**config.mk**
```make
export PLATFORM = sky130hd
export DESIGN_NAME = cloi_top
export DESIGN_NICKNAME = d
export VERILOG_FILES = /design/src/shared/cloi_pkg.sv /design/src/hw/cloi_top.sv
export VERILOG_INCLUDE_DIRS = /design/src /design/src/shared
export SDC_FILE = /design/constraint.sdc
export NUM_CORES = 1
export LEC_CHECK = 0
export CORE_MARGIN = 1
export CORE_UTILIZATION = 55
export CTS_BUF_LIST = sky130_fd_sc_hd__clkbuf_4
export CTS_CLUSTER_DIAMETER = 150
export CTS_CLUSTER_SIZE = 40
export DETAILED_ROUTE_END_ITERATION = 8
export DONT_BUFFER_PORTS = 1
export PLACE_DENSITY = 0.8
export SLEW_MARGIN = 20
export SYNTH_ARGS = -nofsm -noshare
export SYNTH_HDL_FRONTEND = slang
export SYNTH_SLANG_ARGS = --single-unit
```
**constraint.sdc**
```tcl
create_clock -name pclk -period 3.95 [get_ports pclk]
set_input_delay 0.79 -clock pclk [delete_from_list [all_inputs] [get_ports pclk]]
set_output_delay 0.79 -clock pclk [all_outputs]
set_load 0.02 [all_outputs]
```
**src/shared/cloi_cfg.svh**
```systemverilog
// Purpose: Offsets, field positions, codes and reset values of the compare/output block
// Assumes: APB byte addresses, one 32-bit word per register
// Notes:   Included by its bare name
`ifndef CLOI_CFG_SVH
`define CLOI_CFG_SVH
`define CLOI_NCH        7
`define CLOI_OFF_CTRL   8'h00
`define CLOI_OFF_CCTL0  8'h04
`define CLOI_OFF_CCR0   8'h20
`define CLOI_OFF_VECT   8'h3c
`define CLOI_CTRL_GRP   1:0
`define CLOI_CTRL_OVIE  2
`define CLOI_CTRL_OVFG  3
`define CLOI_CTRL_HIZE  4
`define CLOI_CCTL_LSEL  1:0
`define CLOI_CCTL_MODE  4:2
`define CLOI_CCTL_OUT   5
`define CLOI_CCTL_IE    6
`define CLOI_CCTL_FLAG  7
`define CLOI_VEC_NONE   4'h0
`define CLOI_VEC_OVF    4'he
`define CLOI_RST_LATCH  16'h0000
`endif

```
**src/shared/cloi_pkg.sv**
```systemverilog
// Purpose: Types of the compare/output block
// Assumes: Constants come from cloi_cfg.svh
// Notes:   None
package cloi_pkg;
    typedef enum logic [2:0] {
        CLOI_OM_OUT, CLOI_OM_SET, CLOI_OM_TGLRST, CLOI_OM_SETRST,
        CLOI_OM_TGL, CLOI_OM_RST, CLOI_OM_TGLSET, CLOI_OM_RSTSET
    } cloi_mode_t;
    typedef struct packed {
        logic       irq_flag;
        logic       irq_en;
        logic       out_bit;
        cloi_mode_t mode;
        logic [1:0] lsel;
    } cloi_cctl_t;
    typedef struct packed {
        logic [15:0] count_value;
        logic        count_tick;
        logic        updown;
        logic        timer_clear;
        logic        overflow_evt;
    } cloi_cnt_t;
endpackage

```
**src/hw/cloi_top.sv**
```systemverilog
// Purpose: Compare latches, grouping, output units and vector logic
// Assumes: Counter supplies count_value with a tick on each count
// Notes:
`timescale 1ns/1ns
`include "cloi_cfg.svh"
module cloi_top (
    input  wire logic              pclk,
    input  wire logic              presetn,
    input  wire logic              ce,
    input  wire logic              psel,
    input  wire logic              penable,
    input  wire logic              pwrite,
    input  wire logic [7:0]        paddr,
    input  wire logic [31:0]       pwdata,
    output logic [31:0]            prdata,
    output logic                   pready,
    output logic                   pslverr,
    input  wire cloi_pkg::cloi_cnt_t cnt,
    input  wire logic [6:0]        capture_evt,
    input  wire logic              irq0_ack,
    input  wire logic              global_irq_enable,
    input  wire logic              output_hiz_pin,
    output logic [6:0]             channel_output,
    output logic [6:0]             channel_output_oe,
    output logic                   irq_ch0,
    output logic                   irq_vector
);
    import cloi_pkg::*;

    logic [1:0]        grp_r;
    logic              ovie_r;
    logic              ovfg_r;
    logic              hize_r;
    cloi_cctl_t        cctl_r [7];
    logic [15:0]       buf_r [7];
    logic [15:0]       latch_r [7];
    logic [6:0]        wr_pend_r;
    logic [6:0]        out_r;
    logic [6:0]        oe_r;
    logic              irq0_r;
    logic              irqv_r;
    logic              pready_r;
    logic              pslverr_r;
    logic [31:0]       prdata_r;

    logic              acc;
    logic              wr;
    logic              vec_acc;
    logic              ctrl_sel;
    logic [6:0]        cctl_sel;
    logic [6:0]        ccr_sel;
    logic              mapped;
    logic [6:0]        cmp_eq;
    logic              per_eq;
    logic              zero_evt;
    logic [6:0]        ld_evt;
    logic [6:0]        load;
    logic [6:0]        flag_clr_vec;
    logic              ovf_clr_vec;
    logic [3:0]        vec;
    logic [31:0]       rd_nxt;

    assign acc      = psel & penable & pready_r;
    assign wr       = acc & pwrite;
    assign ctrl_sel = (paddr == `CLOI_OFF_CTRL);
    assign vec_acc  = acc & (paddr == `CLOI_OFF_VECT);
    assign zero_evt = cnt.count_tick & (cnt.count_value == 16'h0000);
    assign per_eq   = cmp_eq[0];
    assign mapped   = ctrl_sel | (|cctl_sel) | (|ccr_sel) | (paddr == `CLOI_OFF_VECT);

    // Load event for a given load select, judged against a channel's old latch
    function automatic logic lev(input logic [1:0] sel, input int unsigned c);
        logic r;
        r = 1'b0;
        unique case (sel)
            2'b00: r = 1'b0;
            2'b01: r = zero_evt;
            2'b10: r = zero_evt | (cnt.updown & cnt.count_tick
                       & (cnt.count_value == latch_r[0]));
            2'b11: r = cnt.count_tick & (cnt.count_value == latch_r[c]);
        endcase
        return r;
    endfunction

    // Controlling channel of a channel under the current grouping
    function automatic int unsigned ctl_of(input int unsigned c);
        int unsigned r;
        r = c;
        unique case (grp_r)
            2'b00: r = c;
            2'b01: r = (c == 0) ? 0 : ((c - 1) / 2) * 2 + 1;
            2'b10: r = (c == 0) ? 0 : ((c - 1) / 3) * 3 + 1;
            2'b11: r = 1;
        endcase
        return r;
    endfunction

    // Highest pending enabled source for the shared vector
    always_comb begin
        vec          = `CLOI_VEC_NONE;
        flag_clr_vec = 7'h00;
        ovf_clr_vec  = 1'b0;
        if (ovfg_r && ovie_r) begin
            vec         = `CLOI_VEC_OVF;
            ovf_clr_vec = vec_acc;
        end
        for (int i = 6; i >= 1; i--) begin
            if (cctl_r[i].irq_flag && cctl_r[i].irq_en) begin
                vec          = 4'(2 * i);
                ovf_clr_vec  = 1'b0;
                flag_clr_vec = 7'h00;
                flag_clr_vec[i] = vec_acc;
            end
        end
    end

    always_comb begin
        rd_nxt = 32'h0000_0000;
        if (ctrl_sel) begin
            rd_nxt[`CLOI_CTRL_GRP]  = grp_r;
            rd_nxt[`CLOI_CTRL_OVIE] = ovie_r;
            rd_nxt[`CLOI_CTRL_OVFG] = ovfg_r;
            rd_nxt[`CLOI_CTRL_HIZE] = hize_r;
        end
        if (paddr == `CLOI_OFF_VECT) begin
            rd_nxt[3:0] = vec;
        end
        for (int i = 0; i < 7; i++) begin
            if (cctl_sel[i]) begin
                rd_nxt[7:0] = cctl_r[i];
                rd_nxt[`CLOI_CCTL_OUT] = out_r[i];
            end
            if (ccr_sel[i]) begin
                rd_nxt[15:0] = buf_r[i];
            end
        end
    end

    genvar g;
    generate
        for (g = 0; g < 7; g++) begin : g_ch
            logic       bwr;
            logic       own_imm;
            logic       grp_rdy;
            logic [6:0] mem;
            logic       eq;
            logic       evt;
            logic       nout;
            cloi_cctl_t cw;

            assign cctl_sel[g] = (paddr == 8'(`CLOI_OFF_CCTL0 + 4 * g));
            assign ccr_sel[g]  = (paddr == 8'(`CLOI_OFF_CCR0 + 4 * g));
            assign bwr         = wr & ccr_sel[g];
            assign cmp_eq[g]   = cnt.count_tick & (cnt.count_value == latch_r[g]);
            assign cw          = cloi_cctl_t'(pwdata[7:0]);

            // Group members: channels sharing this channel's controller
            always_comb begin
                for (int k = 0; k < 7; k++) begin
                    mem[k] = (ctl_of(k) == ctl_of(g));
                end
            end

            // Controller (the channel itself when ungrouped) with load select at zero: load on own write
            always_comb begin
                own_imm = (cctl_r[ctl_of(g)].lsel == 2'b00);
                evt     = lev(cctl_r[ctl_of(g)].lsel, ctl_of(g));
            end
            assign grp_rdy   = &(wr_pend_r | ~mem);
            assign ld_evt[g] = evt;
            assign load[g]   = ~own_imm & grp_rdy & ld_evt[g];

            always_ff @(posedge pclk or negedge presetn) begin
                if (!presetn) begin
                    buf_r[g]     <= `CLOI_RST_LATCH;
                    latch_r[g]   <= `CLOI_RST_LATCH;
                    wr_pend_r[g] <= 1'b0;
                end else if (ce) begin
                    if (bwr) begin
                        buf_r[g] <= pwdata[15:0];
                    end
                    if (bwr && own_imm) begin
                        latch_r[g] <= pwdata[15:0];
                    end else if (load[g]) begin
                        latch_r[g] <= buf_r[g];
                    end
                    if (own_imm || load[g]) begin
                        wr_pend_r[g] <= 1'b0;
                    end
                    if (bwr && !own_imm) begin
                        wr_pend_r[g] <= 1'b1;
                    end
                end
            end

            // Eight-mode output unit
            assign eq = cmp_eq[g];
            always_comb begin
                nout = out_r[g];
                unique case (cctl_r[g].mode)
                    CLOI_OM_OUT:    nout = cctl_r[g].out_bit;
                    CLOI_OM_SET:    nout = cnt.timer_clear ? 1'b0
                                         : (eq ? 1'b1 : out_r[g]);
                    CLOI_OM_TGLRST: nout = per_eq ? 1'b0
                                         : (eq ? ~out_r[g] : out_r[g]);
                    CLOI_OM_SETRST: nout = per_eq ? 1'b0
                                         : (eq ? 1'b1 : out_r[g]);
                    CLOI_OM_TGL:    nout = eq ? ~out_r[g] : out_r[g];
                    CLOI_OM_RST:    nout = eq ? 1'b0 : out_r[g];
                    CLOI_OM_TGLSET: nout = per_eq ? 1'b1
                                         : (eq ? ~out_r[g] : out_r[g]);
                    CLOI_OM_RSTSET: nout = per_eq ? 1'b1
                                         : (eq ? 1'b0 : out_r[g]);
                endcase
            end

            always_ff @(posedge pclk or negedge presetn) begin
                if (!presetn) begin
                    out_r[g] <= 1'b0;
                    oe_r[g]  <= 1'b0;
                end else if (ce) begin
                    out_r[g] <= nout;
                    oe_r[g]  <= ~(hize_r & output_hiz_pin);
                end
            end

            // Control word and its interrupt flag
            always_ff @(posedge pclk or negedge presetn) begin
                if (!presetn) begin
                    cctl_r[g] <= '0;
                end else if (ce) begin
                    if (wr && cctl_sel[g]) begin
                        cctl_r[g] <= cw;
                    end
                    if (g == 0 && irq0_ack) begin
                        cctl_r[g].irq_flag <= 1'b0;
                    end
                    if (flag_clr_vec[g]) begin
                        cctl_r[g].irq_flag <= 1'b0;
                    end
                    if (capture_evt[g] || cmp_eq[g]) begin
                        cctl_r[g].irq_flag <= 1'b1;
                    end
                end
            end
        end
    endgenerate

    always_ff @(posedge pclk or negedge presetn) begin
        if (!presetn) begin
            grp_r  <= 2'b00;
            ovie_r <= 1'b0;
            ovfg_r <= 1'b0;
            hize_r <= 1'b0;
        end else if (ce) begin
            if (wr && ctrl_sel) begin
                grp_r  <= pwdata[`CLOI_CTRL_GRP];
                ovie_r <= pwdata[`CLOI_CTRL_OVIE];
                ovfg_r <= pwdata[`CLOI_CTRL_OVFG];
                hize_r <= pwdata[`CLOI_CTRL_HIZE];
            end
            if (ovf_clr_vec) begin
                ovfg_r <= 1'b0;
            end
            if (cnt.overflow_evt) begin
                ovfg_r <= 1'b1;
            end
        end
    end

    // Interrupt requests, one cycle after the flags
    always_ff @(posedge pclk or negedge presetn) begin
        if (!presetn) begin
            irq0_r <= 1'b0;
            irqv_r <= 1'b0;
        end else if (ce) begin
            irq0_r <= cctl_r[0].irq_flag & cctl_r[0].irq_en
                    & global_irq_enable;
            irqv_r <= (vec != `CLOI_VEC_NONE) & global_irq_enable
                    & ~vec_acc;
        end
    end

    // APB slave: one wait state, answer in second access cycle
    always_ff @(posedge pclk or negedge presetn) begin
        if (!presetn) begin
            pready_r  <= 1'b0;
            pslverr_r <= 1'b0;
            prdata_r  <= 32'h0000_0000;
        end else if (ce) begin
            pready_r  <= psel & penable & ~pready_r;
            pslverr_r <= psel & penable & ~pready_r & ~mapped;
            if (psel && penable && !pready_r) begin
                prdata_r <= pwrite ? 32'h0000_0000 : rd_nxt;
            end
        end
    end

    assign prdata            = prdata_r;
    assign pready            = pready_r;
    assign pslverr           = pslverr_r;
    assign channel_output    = out_r;
    assign channel_output_oe = oe_r;
    assign irq_ch0           = irq0_r;
    assign irq_vector        = irqv_r;
endmodule

```
==> reports/metrics.cfg <==
[global_routing]
grt_pass1_vias=15348
grt_pass1_wl_mm=97.1
grt.busiest_layer=met2
antenna_found_initial=3
grt_max_degree=321
met2_usage=0.554
track_usage=0.357
met1_usage=0.509
grtUsageMet3=0.0565
grt-ovfl-total=0

[logic_synthesis]
synth_common_cells=320 x dfrtp_1, 240 x mux2_2, 130 x nor2_1
synth.distinct_cells=89
ys_seq_area_frac=0.408
synth_top_cell_by_area=dfrtp_1
ys.flop_type=dfrtp_1
synth_edf_count=0
synth_top_area_frac=0.408
avgSynthCellArea_sq_um=9.93
ys_seq_elements=320
syn_inst=1977
yosysWarnings=0
yosys-top-cells-area=dfrtp_1 41%, mux2_2 14%, xnor2_1 4.6%, mux2i_1 3.2%, xor2_1 2.9%
synth.most_common_cell=dfrtp_1
async_flop_share=1.00
syn_area_sq_um=19600

[placed_design]
dp.final_hpwl_mm=47.1
pre_cts_ws_ps=263
port_buffers=0
gp_congestion=0.980
dpl.cell_count=2335

[sta]
timing.slew.headroom=0.337
post-route-period-util=0.933
rsz0062_at_grt=false
fmax_mhz=271
drv_slew=0
period_minus_slack_ps=3680
hold_slack_ps=-430
setup_viol=0
finalHoldViolCount=320
worst_pin_slew_ps=992
tns_ps=0
setup_slack_ps=265
finClkSkew_ps=90.2

[floorplan]
die-area_sq_um=36500
rows=68
die_w_microns=191
die_y_microns=191
initial_core_util=0.564
coreArea_sq_um=34800
io-pin-count=126

[detailed_routing]
wl_per_cell_microns=27.6
dr.pass1.iters=9
drt_iter0_markers=2317
route.vias.total=16407
detail-route-antenna-nets=0
wirelength_mm=65.0
remaining_drc_errors=0
vias_per_cell=6.98

[status]
outcome=finished, violations left
violations=hold timing

[worst_setup_path]
cp_max_fo=18
worstSetupEndpointType=register
crit_type=reg2reg
worstSetupStartpointType=register
worst_ep_arrival_time_ps=4460
crit_required_ps=4720
reg2regPathDepth=9

[job]
drv_cap=0

[power]
vdd_ir_drop_max_mv=0.215
power_mw=4.75
power.leakage_nw=8.64
power.density_nw_per_um2=238

[clock_tree]
cts_resized=0
clkSinkCount=320
clockBufferDepth=3
clk_latency_ps=830
cts-root-buf=clkbuf_4
path_clk_slew_ps=430
cts_tree=done
cts_inserted_buffers=11
post_cts_buffers=0
ctsHtreeMaxLevel=1

[finish]
fin_cells=2351
area_delta_synth_final_pct=1.53
nets=1983
n_fill_cell=3077
drive_above_1_share=0.182
final_util=0.573

[hold_path]
min_path_type=in2async

-- stage by stage --
step                      hold slack [ps]  cell area (sq um)
final                                -430              19900
after global routing                 -448              19900
after CTS                            -445              19900
after detailed placement              495              19800
after global placement                482              19800
after floorplan                       442              19700
-- timing repair --
action	in CTS	in global routing
setup endpoints to repair	0	0
endpoints found under the hold margin	321	321
hold buffers	1	1
-- sequential cells by signal (all words and copies together) (netlist names) --
| name | cells |
|---|---|
| irq_ch0 | 1 |
| pslverr | 1 |
| irq_vector | 1 |
| wr_pend_r | 7 |
| ovie_r | 1 |
| hize_r | 1 |
| grp_r | 2 |
| ovfg_r | 1 |
| channel_output_oe | 1 |
| prdata | 16 |
| pready | 1 |
| cctl_r | 56 |
| latch_r | 112 |
| channel_output | 7 |
| buf_r | 112 |
-- kinds of logic (layout without fill, tap and decap cells) --
logic type               Yosys count  count (layout)  share of synthesized area
AND/OR/NAND/NOR                  494             494                      0.125
other                              1              18                   0.000191
multiplexers                     311             311                      0.174
XOR/XNOR                         169             169                     0.0754
flip-flops                       320             320                      0.408
adder cells (fa/ha/maj)           12              12                    0.00764
AO/OA/AOI/OAI                    451             451                      0.157
buffers and inverters            219             121                     0.0528
-- cell usage in the layout, fill, tap and decap left out, types with 27 or more instances in the layout --
| cell type | netlist | layout |
|---|---|---|
| dfrtp_1 | 320 | 318 |
| mux2_2 | 240 | 240 |
| nor2_1 | 130 | 130 |
| nand2_1 | 124 | 124 |
| xnor2_1 | 103 | 103 |
| a21oi_1 | 87 | 87 |
| o21ai_0 | 84 | 83 |
| xor2_1 | 66 | 66 |
| mux2i_1 | 63 | 63 |
| inv_1 | 57 | 57 |
| buf_4 | 25 | 50 |
| o22ai_1 | 49 | 49 |
| a22oi_1 | 45 | 45 |
| nor3_1 | 45 | 44 |
| nand3_1 | 39 | 39 |
| a31oi_1 | 30 | 30 |
| nor4_1 | 27 | 27 |
-- worst paths after layout --
kind / slack [ps] / end / startpoint
max: 270 / latch_r[100] / grp_r[0]
min: -430 / cctl_r[21] / presetn
max reg2reg: 270 / latch_r[100] / grp_r[0]
min reg2reg: 540 / channel_output_oe[6] / hize_r
max in group asynchronous: 3890 / latch_r[14] / presetn
min in group pclk: 20 / irq_vector / ce
-- worst max-delay path, cell delays in order (launching register included) --
cell and delay, ps:
dfrtp_2 710, buf_4 300, nand2_1 360, a211oi_1 160, a211oi_1 330, nand4_1 220, o41ai_2 460, nand3_2 450
o21ai_4 370, o221a_2 290
-- cell type report --
class                      count  area [sq um]  share of cell area
multi-input combinational   1453         10700               0.534
sequential                   320          8010               0.402
tap                          455           569              0.0285
timing repair buffer          52           395              0.0198
inverter                      57           214              0.0107
clock buffer                  12          90.1             0.00452
antenna                        2          5.00            0.000251
-- power by group --
part	total [mW]	switching [mW]	internal, mW
Clock	1.08	0.940	0.139
Combinational	0.293	0.156	0.137
Sequential	3.38	0.0553	3.32
-- routing by layer --
| metal | wire length (microns) | vias to the layer above |
|---|---|---|
| li1 | - | 7024 |
| met4 | 2150 | 0 |
| met2 | 29700 | 995 |
| met3 | 6920 | 137 |
| met5 | 0 | - |
| met1 | 26200 | 8251 |
Note: power is estimated with default switching activity, not from simulation.
